--- config.mk ---
export PLATFORM = sky130hd
export DESIGN_NAME = tmr_wave_ctrl
export DESIGN_NICKNAME = d
export VERILOG_FILES = /design/src/hdl/tmr_prescale.v /design/src/hdl/tmr_wave_ctrl.v
export VERILOG_INCLUDE_DIRS = /design/src /design/src/pkg
export SDC_FILE = /design/constraint.sdc
export NUM_CORES = 1
export LEC_CHECK = 0
export BUFFER_PORTS_ARGS = -buffer_cell sky130_fd_sc_hd__buf_4
export CAP_MARGIN = 10
export CORE_MARGIN = 2
export CORE_UTILIZATION = 51
export DETAILED_ROUTE_END_ITERATION = 12
export PLACE_DENSITY = 0.72
export REMOVE_ABC_BUFFERS = 1
export SYNTH_ARGS = -nofsm -noshare
export SYNTH_HDL_FRONTEND = slang
export SYNTH_SLANG_ARGS = --single-unit
--- constraint.sdc ---
create_clock -name mclk -period 2.6 [get_ports mclk]
set_input_delay 0.26 -clock mclk [delete_from_list [all_inputs] [get_ports mclk]]
set_output_delay 0.26 -clock mclk [all_outputs]
set_load 0.02 [all_outputs]
--- src/pkg/tmr_consts.vh ---
// register map, field positions, reset values and codes of the timer block
`ifndef TMR_CONSTS_VH
`define TMR_CONSTS_VH

// register byte addresses
`define TMR_ADDR_CTRL_A   8'hb0
`define TMR_ADDR_CTRL_B   8'hb1
`define TMR_ADDR_COUNT    8'hb2
`define TMR_ADDR_CMP_A    8'hb3
`define TMR_ADDR_CMP_B    8'hb4

// reset values
`define TMR_RST_CTRL_A    8'h00
`define TMR_RST_CTRL_B    8'h00
`define TMR_RST_BYTE      8'h00

// control register a fields
`define TMR_A_OUTMODE_HI  7
`define TMR_A_OUTMODE_LO  6
`define TMR_B_OUTMODE_HI  5
`define TMR_B_OUTMODE_LO  4
`define TMR_WAVE_BIT1     1
`define TMR_WAVE_BIT0     0

// control register b fields
`define TMR_FORCE_A       7
`define TMR_FORCE_B       6
`define TMR_WAVE_BIT2     3
`define TMR_CLKSEL_HI     2
`define TMR_CLKSEL_LO     0

// readable masks
`define TMR_MASK_CTRL_A   8'hf3
`define TMR_MASK_CTRL_B   8'h0f

// counter landmarks
`define TMR_BOTTOM        8'h00
`define TMR_MAX           8'hff

// waveform mode codes
`define TMR_WM_NORMAL     3'h0
`define TMR_WM_PC_FF      3'h1
`define TMR_WM_CLR_MATCH  3'h2
`define TMR_WM_FAST_FF    3'h3
`define TMR_WM_PC_CMP     3'h5
`define TMR_WM_FAST_CMP   3'h7

// output mode codes
`define TMR_OM_OFF        2'h0
`define TMR_OM_TOGGLE     2'h1

// clock select codes and prescaler width
`define TMR_CS_STOP       3'h0
`define TMR_CS_DIV1       3'h1
`define TMR_CS_DIV8       3'h2
`define TMR_CS_DIV32      3'h3
`define TMR_CS_DIV64      3'h4
`define TMR_CS_DIV128     3'h5
`define TMR_CS_DIV256     3'h6
`define TMR_CS_DIV1024    3'h7
`define TMR_PRE_W         10

`endif

--- src/hdl/tmr_prescale.v ---
// clock prescaler producing the one-cycle timer tick
`timescale 1ns/1ps
`default_nettype none
`include "tmr_consts.vh"

module tmr_prescale (
    input  wire                 mclk,     // system clock
    input  wire                 sys_rst,  // async reset, active high
    input  wire [2:0]           sel,      // clock select field
    output reg                  tick      // one-cycle timer tick
);

    reg  [`TMR_PRE_W-1:0] div_cnt;   // free running divider
    reg                   next_tick;

    ////////////////////////////////////////////////////////////////////
    // free running divider
    always @(posedge mclk or posedge sys_rst) begin
        if (sys_rst) begin
            div_cnt <= {`TMR_PRE_W{1'b0}};
        end else begin
            div_cnt <= div_cnt + {{(`TMR_PRE_W-1){1'b0}}, 1'b1};
        end
    end

    ////////////////////////////////////////////////////////////////////
    // tick chosen by clock select
    always @* begin
        case (sel)                                             // RULE19
            `TMR_CS_STOP:    next_tick = 1'b0;
            `TMR_CS_DIV1:    next_tick = 1'b1;
            `TMR_CS_DIV8:    next_tick = &div_cnt[2:0];
            `TMR_CS_DIV32:   next_tick = &div_cnt[4:0];
            `TMR_CS_DIV64:   next_tick = &div_cnt[5:0];
            `TMR_CS_DIV128:  next_tick = &div_cnt[6:0];
            `TMR_CS_DIV256:  next_tick = &div_cnt[7:0];
            `TMR_CS_DIV1024: next_tick = &div_cnt[9:0];
            default:         next_tick = 1'b0;
        endcase
    end

    // registered tick
    always @(posedge mclk or posedge sys_rst) begin
        if (sys_rst) begin
            tick <= 1'b0;
        end else begin
            tick <= next_tick;
        end
    end

endmodule // tmr_prescale

`default_nettype wire

--- src/hdl/tmr_wave_ctrl.v ---
// 8-bit timer with two compare channels and waveform mode control
// Summary of operation
// RULE1: non-pwm a: 00 off, 01 toggle, 10 clear, 11 set
// RULE2: nonzero mode takes pin; driven with direction set; pin a stays on port level in pwm code 01 without wave bit2
// RULE3: fast pwm a: 10 clear match set bottom, 11 inverse
// RULE4: pwm a code 01 toggles only with wave bit2
// RULE5: fast pwm, compare a top, hi bit: act at bottom
// RULE6: phase pwm 10 clear up, set down; 11 opposite
// RULE7: phase pwm, compare top, hi bit: act at top
// RULE8: non-pwm b codes as channel a
// RULE9: fast pwm b: 01 reserved, 10 and 11 as a
// RULE10: phase pwm b: 01 reserved, 10 and 11 as a
// RULE11: wave mode bits: control a 1:0, control b 3
// RULE12: modes 0,1,3 top 0xff; 2,5,7 top compare a
// RULE13: compare update and overflow timing by mode
// RULE14: force a in non-pwm: match per a mode
// RULE15: forced match: no event, counter kept
// RULE16: force a reads zero
// RULE17: software writes force zero in pwm
// RULE18: control registers reset to zero
// RULE19: clock select: stop, 1, 8, 32, 64, 128, 256, 1024
// RULE20: force b like force a for channel b
// RULE21: counter write blocks next tick's match
`timescale 1ns/1ps
`default_nettype none
`include "tmr_consts.vh"

module tmr_wave_ctrl (
    input  wire       mclk,         // system clock
    input  wire       sys_rst,      // async reset, active high
    input  wire [7:0] io_addr,      // register address
    input  wire       io_wr,        // write strobe
    input  wire       io_rd,        // read strobe
    input  wire [7:0] io_wdata,     // write data
    output reg  [7:0] io_rdata,     // read data, valid after io_rd
    input  wire       dir_a,        // data direction bit of pin a
    input  wire       dir_b,        // data direction bit of pin b
    input  wire       port_a,       // normal port level for pin a
    input  wire       port_b,       // normal port level for pin b
    output reg        pin_a_o,      // pin a output level
    output reg        pin_a_oe,     // pin a output enable
    output reg        pin_b_o,      // pin b output level
    output reg        pin_b_oe,     // pin b output enable
    output reg        match_a_evt,  // compare a match pulse
    output reg        match_b_evt,  // compare b match pulse
    output reg        overflow_evt  // overflow flag set pulse
);

    localparam ST_UP   = 2'b01;     // counting up
    localparam ST_DOWN = 2'b10;     // counting down (phase pwm)

    reg  [7:0] ctrl_a;              // waveform_output_control
    reg  [3:0] ctrl_b;              // wave bit2 and clock select
    reg  [7:0] counter_value;       // timer count
    reg  [7:0] compare_value_a;     // software compare a
    reg  [7:0] compare_value_b;     // software compare b
    reg  [7:0] cmp_a_act;           // compare a in use
    reg  [7:0] cmp_b_act;           // compare b in use
    reg  [1:0] dir_st;              // count direction state
    reg        block_match;         // match blocked until next tick
    reg        compare_out_a;       // waveform level a
    reg        compare_out_b;       // waveform level b

    wire       tick;
    wire [2:0] wave_mode_field;
    wire [1:0] chan_a_output_mode;
    wire [1:0] chan_b_output_mode;
    wire       nonpwm;
    wire       fast;
    wire       phase;
    wire       top_is_cmp;
    wire [7:0] top_val;
    wire       at_top;
    wire       down;
    wire       wr_ctrl_b;
    wire       force_a;
    wire       force_b;
    wire       hit_a;
    wire       hit_b;
    wire       wrap_ev;
    wire       top_ev;
    wire       bot_ev;
    wire       ovf_ev;
    wire       conn_a;
    wire       conn_b;

    reg  [7:0] next_count;
    reg  [1:0] next_dir;
    reg  [7:0] next_rdata;

    ////////////////////////////////////////////////////////////////////
    // next waveform level of one channel
    function oc_next;
        input       cur;
        input [1:0] om;
        input       npwm;
        input       fst;
        input       tgl_ok;
        input       match;
        input       cmp_top;
        input       b_ev;
        input       t_ev;
        input       dn;
        begin
            oc_next = cur;
            if (npwm) begin
                if (match && om == `TMR_OM_TOGGLE)
                    oc_next = ~cur; // RULE1
                else if (match && om[1])
                    oc_next = om[0]; // RULE8
            end else if (om == `TMR_OM_TOGGLE) begin
                if (tgl_ok && match)
                    oc_next = ~cur; // RULE4
            end else if (om[1] && fst) begin
                if (b_ev)
                    oc_next = ~om[0]; // RULE3
                if (match && !cmp_top)
                    oc_next = om[0]; // RULE5
            end else if (om[1]) begin
                if (cmp_top) begin
                    if (t_ev)
                        oc_next = om[0]; // RULE7
                end else if (match) begin
                    oc_next = dn ? ~om[0] : om[0]; // RULE6
                end
            end
        end
    endfunction

    ////////////////////////////////////////////////////////////////////
    // prescaler
    tmr_prescale u_pre (
        .mclk    (mclk),
        .sys_rst (sys_rst),
        .sel     (ctrl_b[`TMR_CLKSEL_HI:`TMR_CLKSEL_LO]),
        .tick    (tick)
    );

    ////////////////////////////////////////////////////////////////////
    // mode decode
    assign wave_mode_field = {ctrl_b[`TMR_WAVE_BIT2],
                              ctrl_a[`TMR_WAVE_BIT1:`TMR_WAVE_BIT0]}; // RULE11
    assign chan_a_output_mode = ctrl_a[`TMR_A_OUTMODE_HI:`TMR_A_OUTMODE_LO];
    assign chan_b_output_mode = ctrl_a[`TMR_B_OUTMODE_HI:`TMR_B_OUTMODE_LO];
    assign nonpwm     = ~wave_mode_field[0];
    assign fast       = wave_mode_field == `TMR_WM_FAST_FF ||
                        wave_mode_field == `TMR_WM_FAST_CMP;
    assign phase      = wave_mode_field == `TMR_WM_PC_FF ||
                        wave_mode_field == `TMR_WM_PC_CMP;
    assign top_is_cmp = wave_mode_field == `TMR_WM_CLR_MATCH ||
                        wave_mode_field == `TMR_WM_PC_CMP ||
                        wave_mode_field == `TMR_WM_FAST_CMP;     // RULE12
    assign top_val    = top_is_cmp ? cmp_a_act : `TMR_MAX;       // RULE12
    assign at_top     = counter_value == top_val;
    assign down       = dir_st == ST_DOWN;

    // timer events
    assign wrap_ev = tick && !phase && at_top;
    assign top_ev  = tick && phase && at_top && !down;
    assign bot_ev  = tick && fast && at_top;
    assign ovf_ev  = (wave_mode_field == `TMR_WM_FAST_CMP) ? wrap_ev :
                     phase ? (tick && counter_value == `TMR_BOTTOM) :
                     (tick && counter_value == `TMR_MAX);        // RULE13

    // compare hits, blocked after a counter write
    assign hit_a = tick && !block_match &&
                   counter_value == cmp_a_act; // RULE21
    assign hit_b = tick && !block_match &&
                   counter_value == cmp_b_act; // RULE21

    // force strobes act only in non-pwm modes
    assign wr_ctrl_b = io_wr && io_addr == `TMR_ADDR_CTRL_B;
    assign force_a   = wr_ctrl_b && io_wdata[`TMR_FORCE_A] && nonpwm; // RULE14
    assign force_b   = wr_ctrl_b && io_wdata[`TMR_FORCE_B] && nonpwm; // RULE20

    // pin takeover; pwm code 01 on a stays off unless wave bit2 is set
    assign conn_a = |chan_a_output_mode &&
                    !(!nonpwm && chan_a_output_mode == `TMR_OM_TOGGLE &&
                      !ctrl_b[`TMR_WAVE_BIT2]); // RULE4
    assign conn_b = |chan_b_output_mode; // RULE2

    ////////////////////////////////////////////////////////////////////
    // control and compare registers
    always @(posedge mclk or posedge sys_rst) begin
        if (sys_rst) begin
            ctrl_a          <= `TMR_RST_CTRL_A;                  // RULE18
            ctrl_b          <= 4'h0; // RULE18
            compare_value_a <= `TMR_RST_BYTE;
            compare_value_b <= `TMR_RST_BYTE;
        end else if (io_wr) begin
            case (io_addr)
                `TMR_ADDR_CTRL_A: ctrl_a <= io_wdata & `TMR_MASK_CTRL_A;
                `TMR_ADDR_CTRL_B: ctrl_b <= io_wdata[3:0];       // RULE16
                `TMR_ADDR_CMP_A:  compare_value_a <= io_wdata;
                `TMR_ADDR_CMP_B:  compare_value_b <= io_wdata;
                default:          ctrl_a <= ctrl_a;
            endcase
        end
    end

    // compare values in use: immediate, at top or at bottom
    always @(posedge mclk or posedge sys_rst) begin
        if (sys_rst) begin
            cmp_a_act <= `TMR_RST_BYTE;
            cmp_b_act <= `TMR_RST_BYTE;
        end else if (nonpwm || (phase && top_ev) ||
                     (fast && bot_ev)) begin                     // RULE13
            cmp_a_act <= compare_value_a;
            cmp_b_act <= compare_value_b;
        end
    end

    ////////////////////////////////////////////////////////////////////
    // counting sequence
    always @* begin
        next_count = counter_value;
        next_dir   = dir_st;
        if (!phase) begin
            next_dir = ST_UP;
            if (tick)
                next_count = at_top ? `TMR_BOTTOM :
                             counter_value + 8'h01;               // RULE15
        end else if (tick) begin
            case (dir_st)
                ST_UP: begin
                    if (at_top) begin
                        next_dir   = ST_DOWN;
                        next_count = counter_value - 8'h01;
                    end else begin
                        next_count = counter_value + 8'h01;
                    end
                end
                ST_DOWN: begin
                    if (counter_value == `TMR_BOTTOM) begin
                        next_dir   = ST_UP;
                        next_count = counter_value + 8'h01;
                    end else begin
                        next_count = counter_value - 8'h01;
                    end
                end
                default: begin
                    next_dir = ST_UP;
                end
            endcase
        end
    end

    // counter, direction and match blocking; software write wins
    always @(posedge mclk or posedge sys_rst) begin
        if (sys_rst) begin
            counter_value <= `TMR_RST_BYTE;
            dir_st        <= ST_UP;
            block_match   <= 1'b0;
        end else begin
            dir_st <= next_dir;
            if (io_wr && io_addr == `TMR_ADDR_COUNT) begin
                counter_value <= io_wdata;
                block_match   <= 1'b1;                           // RULE21
            end else begin
                counter_value <= next_count;
                if (tick)
                    block_match <= 1'b0;
            end
        end
    end

    ////////////////////////////////////////////////////////////////////
    // waveform levels
    always @(posedge mclk or posedge sys_rst) begin
        if (sys_rst) begin
            compare_out_a <= 1'b0;
            compare_out_b <= 1'b0;
        end else begin
            compare_out_a <= oc_next(compare_out_a, chan_a_output_mode,
                                     nonpwm, fast,
                                     ctrl_b[`TMR_WAVE_BIT2],
                                     hit_a || force_a,
                                     cmp_a_act == top_val,
                                     bot_ev, top_ev, down);      // RULE14
            compare_out_b <= oc_next(compare_out_b, chan_b_output_mode,
                                     nonpwm, fast, 1'b0,
                                     hit_b || force_b,
                                     cmp_b_act == top_val,
                                     bot_ev, top_ev, down);      // RULE9 RULE10
        end
    end

    ////////////////////////////////////////////////////////////////////
    // pin muxing and event pulses
    always @(posedge mclk or posedge sys_rst) begin
        if (sys_rst) begin
            pin_a_o      <= 1'b0;
            pin_a_oe     <= 1'b0;
            pin_b_o      <= 1'b0;
            pin_b_oe     <= 1'b0;
            match_a_evt  <= 1'b0;
            match_b_evt  <= 1'b0;
            overflow_evt <= 1'b0;
        end else begin
            pin_a_o  <= conn_a ? compare_out_a : port_a; // RULE2
            pin_b_o  <= conn_b ? compare_out_b : port_b; // RULE2
            pin_a_oe <= dir_a;                                   // RULE2
            pin_b_oe <= dir_b;                                   // RULE2
            // forced matches never reach the event pulses
            match_a_evt  <= hit_a;                               // RULE15
            match_b_evt  <= hit_b;                               // RULE20
            overflow_evt <= ovf_ev;                              // RULE13
        end
    end

    ////////////////////////////////////////////////////////////////////
    // read path; force bits and unused bits read zero
    always @* begin
        case (io_addr)
            `TMR_ADDR_CTRL_A: next_rdata = ctrl_a & `TMR_MASK_CTRL_A;
            `TMR_ADDR_CTRL_B: next_rdata = {4'h0, ctrl_b};       // RULE16
            `TMR_ADDR_COUNT:  next_rdata = counter_value;
            `TMR_ADDR_CMP_A:  next_rdata = compare_value_a;
            `TMR_ADDR_CMP_B:  next_rdata = compare_value_b;
            default:          next_rdata = 8'h00;
        endcase
    end

    always @(posedge mclk or posedge sys_rst) begin
        if (sys_rst) begin
            io_rdata <= 8'h00;
        end else if (io_rd) begin
            io_rdata <= next_rdata;
        end
    end

endmodule // tmr_wave_ctrl

`default_nettype wire

==> tab_implementation.tex <==
\begin{tabular}{lr}
\hline
Metric & Value \\
\hline
\multicolumn{2}{l}{\textbf{Cells and area}} \\
\quad Area added between synthesis and finish & 18.66\% \\
\quad Utilization of the core after routing & 62.09\% \\
\quad Non-filler cells, final & between 600 and 700 \\
\quad Layout cells sized above 1 & approximately 28\% \\
\quad Design area & roughly 0.0057 sq mm \\
\quad Final-layout fill cell count & approximately 770 \\
\quad Final-stage net count & 586 \\
\quad Footprint of the multi-input gates & roughly 0.0026 sq mm \\
\quad Sequential cell area & 0.002028 sq mm \\
\quad Antenna Diode Count & 0 \\
\multicolumn{2}{l}{\textbf{Pwr}} \\
\quad Cell-internal power & around 2.3 mW \\
\quad P\_sw & $\sim$1.4 mW \\
\quad Worst voltage drop across the vdd grid & 0.2881 mV \\
\quad Fraction of power spent switching nets & a little under two fifths \\
\quad Clock power frac & a little under a quarter \\
\quad Cell leakage power & $\sim$2.7 nW \\
\quad Portion of total power attributed to sequential cells & $\sim$43\% \\
\quad Power per standard cell area & about 630 mW/mm\^{}2 \\
\quad Share of power burned in combinational logic & around a third \\
\multicolumn{2}{l}{\textbf{Floorplan}} \\
\quad Core Region & 0.009240 sq mm \\
\quad Std cell rows & 35 \\
\quad Starting density of the core & 52.32\% \\
\quad Die Y-Extent & between 100 and 150 microns \\
\quad Die Footprint & roughly 0.01 sq mm \\
\quad Die Span X & 101.4 microns \\
\quad Number of primary I/O pins & 39 \\
\multicolumn{2}{l}{\textbf{GRT}} \\
\quad Vias in the first global route & just over 4,000 \\
\quad Largest net degree at the start of global routing & 37 \\
\quad Global-route wire length before repair & approximately 22,000 microns \\
\quad Number of antenna violations at the first check in global routing & 0 \\
\quad Total Routing Usage GR & around 29\% \\
\quad Total congestion overflow after global routing & 0 \\
\multicolumn{2}{l}{\textbf{Critical path}} \\
\quad Worst endpoint data arrival time & about 2.8 ns \\
\quad Critical Path Slowest Stage Cell & sky130\_fd\_sc\_hd\_\_or3b\_4 \\
\quad Maximum fanout along the worst path & 6 \\
\quad Endpoint type of the worst setup path & flop \\
\quad Required time of the worst setup path & $\sim$2.9 ns \\
\quad Nature of the critical path startpoint & flop \\
\quad Highest cell delay on the worst timing path & 0.43 ns \\
\quad Ordered cell list for the critical path & or3b\_4 -> and2\_4 -> o31a\_4 -> o31ai\_1 -> buf\_4 -> nand2\_1 -> xnor2\_1 -> a221o\_1 \\
\quad Worst Setup Path Type & flop to flop \\
\multicolumn{2}{l}{\textbf{Timing}} \\
\quad Final critical-path share of the clock period & a little over nine tenths \\
\quad Slack of the critical path & between 0.05 and 0.06 ns \\
\quad Final number of setup-violating endpoints & 0 \\
\quad Max Freq & between 300 and 400 MHz \\
\quad Actual slew at the worst max-slew pin & between 0.6 and 0.7 ns \\
\quad Fin. max-slew vios & 0 \\
\quad Post-Route Hold Slack & roughly 0.14 ns \\
\quad Final critical path time including I/O delays and setup & between 2 and 3 ns \\
\quad Worst slew margin relative to its limit & a little under three fifths \\
\quad Count of endpoints failing hold in the final timing report & 0 \\
\quad Fin Clk Skew & roughly 0.016 ns \\
\multicolumn{2}{l}{\textbf{Place}} \\
\quad Post-place instance area & about 0.0055 sq mm \\
\quad Placed cell count & approximately 670 \\
\quad Worst slack, placed & 0.06383 ns \\
\quad Detailed placement HPWL & approximately 11,000 microns \\
\quad Global placement routability congestion & roughly 1.0 \\
\quad Port buffer count & 38 \\
\multicolumn{2}{l}{\textbf{Detailed routing}} \\
\quad ANT nets after route & 0 \\
\quad Starting DRC count in detailed routing & 326 \\
\quad Top layer used by detailed routing & met4 \\
\quad Total met3 wirelength after detailed routing & approximately 1200 microns \\
\quad Routed length on met2 & between 6000 and 7000 microns \\
\quad WL final & $\sim$14,000 microns \\
\quad Number of design rule violations left after detail routing & 0 \\
\quad Post-DR wirelength/cell & just over 20 microns \\
\quad Detailed Routing Iterations Pass 1 & 5 \\
\quad Met1 layer wirelength in the final routing & 6130 microns \\
\quad Post-detailed-route via-to-cell ratio & slightly above 6 \\
\quad Routed via count & around 4,200 \\
\multicolumn{2}{l}{\textbf{Logic synthesis}} \\
\quad Fraction of synthesized cell area taken by the top area cell type & just over 40\% \\
\quad Number of cells produced by synthesis & between 400 and 500 \\
\quad Number of distinct library cell variants in the gate-level netlist after synthesis & 64 \\
\quad Cell type with the highest aggregate area in the netlist & sky130\_fd\_sc\_hd\_\_dfrtp\_1 \\
\quad Commonest cells post-synth & 80 x sky130\_fd\_sc\_hd\_\_dfrtp\_1, 39 x sky130\_fd\_sc\_hd\_\_nand2\_1, 35 x sky130\_fd\_sc\_hd\_\_mux2\_2 \\
\quad Sequential area share after synthesis & about two fifths \\
\quad Mapped cell area & between 0.004 and 0.005 sq mm \\
\quad Share of flip-flops with an asynchronous set or reset & 100.0\% \\
\quad Number of flops mapped to enable cells by yosys & 0 \\
\quad Yosys warning total & 0 \\
\quad Synth top area cells & sky130\_fd\_sc\_hd\_\_dfrtp\_1 41\%, sky130\_fd\_sc\_hd\_\_mux2\_2 8.2\%, sky130\_fd\_sc\_hd\_\_xnor2\_1 3.8\%, sky130\_fd\_sc\_hd\_\_mux2\_4 3.1\%, sky130\_fd\_sc\_hd\_\_nand2\_1 3.0\% \\
\quad Synthesized flop and latch total & 81 \\
\quad Most repeated cell in the gate-level netlist after synthesis & sky130\_fd\_sc\_hd\_\_dfrtp\_1 \\
\quad Post-synth top flop & sky130\_fd\_sc\_hd\_\_dfrtp\_1 \\
\quad Syn Area/Cell & 9.927 sq um \\
\multicolumn{2}{l}{\textbf{Min path}} \\
\quad Tightest Hold Check Type & input pin to flop \\
\multicolumn{2}{l}{\textbf{CTS}} \\
\quad Clock Sink Count & 81 \\
\quad Number of setup buffers added after CTS & 0 \\
\quad Root buffer cell & sky130\_fd\_sc\_hd\_\_clkbuf\_8 \\
\quad Clock edge transition at the registers on the reported setup and hold paths & roughly 0.090 ns \\
\quad Inserted Clock Buffers & 9 \\
\quad CTS tree & yes \\
\quad Depth of the CTS H-tree & 3 \\
\quad Worst-skew pair later-pin latency & approximately 0.37 ns \\
\quad Clock buffer depth & 2 \\
\multicolumn{2}{l}{\textbf{Job}} \\
\quad Max Cap Violations & 0 \\
\multicolumn{2}{l}{\textbf{Status}} \\
\quad Status & complete, no violations \\
\hline
\end{tabular}
## kinds of logic after synthesis
logic type / count (synthesis) / share of synthesized area (%)
flops: 81 / 41.95
compound gates: 113 / 16.90
simple gates: 155 / 16.93
mux: 53 / 12.91
xor+xnor: 31 / 5.616
buf+inv: 48 / 4.141
fa+ha+maj: 6 / 1.553
## through the flow
| step | power [mW] | TNS, ns |
|---|---|---|
| 2_1_floorplan | 2.238 | -1.809 |
| 3_3_place_gp | 2.735 | 0 |
| 3_5_place_dp | 2.745 | 0 |
| 4_1_cts | 3.608 | 0 |
| 5_1_grt | 3.820 | -0.005419 |
| 6_report | 3.635 | 0 |
## critical path, delay by kind of cell (launching register included)
family                 cells  cell delay (ns)
AO/OA/AOI/OAI              3             1.04
flip-flops                 1             0.39
AND/OR/NAND/NOR            3             0.68
XOR/XNOR                   1             0.12
buffers and inverters      1             0.20
## power by group through the flow
stage	sequential (mW)	clock, mW	combinational, mW
after floorplan	1.58	0	0.658
after global placement	1.59	0	1.14
after detailed placement	1.59	0	1.15
after CTS	1.57	0.878	1.16
after global routing	1.59	0.935	1.29
final	1.58	0.868	1.19
## layout make-up
type / instances / area share (%)
inverters: 21 / 1.396
clock buffers: 10 / 2.399
clock inverters: 5 / 0.6761
well taps: 129 / 2.814
repair buffers: 85 / 11.47
flip-flops and latches: 81 / 35.35
multi-input cells: 358 / 45.89
## flip-flops by register name, summed over array words and instances, names as in the netlist, 2 cells and up
| register | cells |
|---|---|
| compare_value_b | 8 |
| counter_value | 8 |
| ctrl_a | 6 |
| cmp_b_act | 8 |
| cmp_a_act | 8 |
| u_pre.div_cnt | 10 |
| ctrl_b | 4 |
| compare_value_a | 8 |
| io_rdata | 8 |
| dir_st | 2 |
## final timing paths
path / startpoint / slack, ns / end / cells after the start
max reg2reg: ctrl_a[0]$_DFFE_PP0P_ / 0.06 / counter_value[1]$_DFFE_PP0P_ / 8
min: port_a / 0.14 / pin_a_o$_DFF_PP0_ / 2
max in group asynchronous: sys_rst / 1.30 / dir_st[0]$_DFFE_PP1P_ / 4
min in group asynchronous: sys_rst / 0.52 / pin_a_oe$_DFF_PP0_ / 3
max: ctrl_a[0]$_DFFE_PP0P_ / 0.06 / counter_value[1]$_DFFE_PP0P_ / 8
min reg2reg: u_pre.div_cnt[0]$_DFF_PP0_ / 0.46 / u_pre.div_cnt[0]$_DFF_PP0_ / 1
## metal layers
layer | GRT usage (%) | up-vias
met5 | 0 | -
met4 | 13.72 | 0
met3 | 6.211 | 48
met2 | 42.44 | 200
met1 | 40.48 | 2054
li1 | - | 1921
## timing repair
item,CTS,global route
gates resized for setup,0,5
hold buffers,3,0
setup endpoints to repair,0,21
endpoints found under the hold margin,35,0
## layout by cell type, fill, tap and decap left out, types with 8 or more instances in the layout
cell and n:
sky130_fd_sc_hd__buf_4 81, sky130_fd_sc_hd__dfrtp_1 80, sky130_fd_sc_hd__nand2_1 39, sky130_fd_sc_hd__mux2_2 35
sky130_fd_sc_hd__nor2_1 30, sky130_fd_sc_hd__inv_1 20, sky130_fd_sc_hd__xnor2_1 20, sky130_fd_sc_hd__a21oi_1 18
sky130_fd_sc_hd__o21ai_0 17, sky130_fd_sc_hd__nand3_1 17, sky130_fd_sc_hd__and3_1 12, sky130_fd_sc_hd__o22ai_1 11
sky130_fd_sc_hd__nand2b_1 10, sky130_fd_sc_hd__mux2_4 10, sky130_fd_sc_hd__xor2_1 10, sky130_fd_sc_hd__clkbuf_8 10
sky130_fd_sc_hd__a221oi_1 9, sky130_fd_sc_hd__nor2b_1 8, sky130_fd_sc_hd__mux2i_1 8, sky130_fd_sc_hd__nor3_1 8
(Power assumes the default switching activity.)
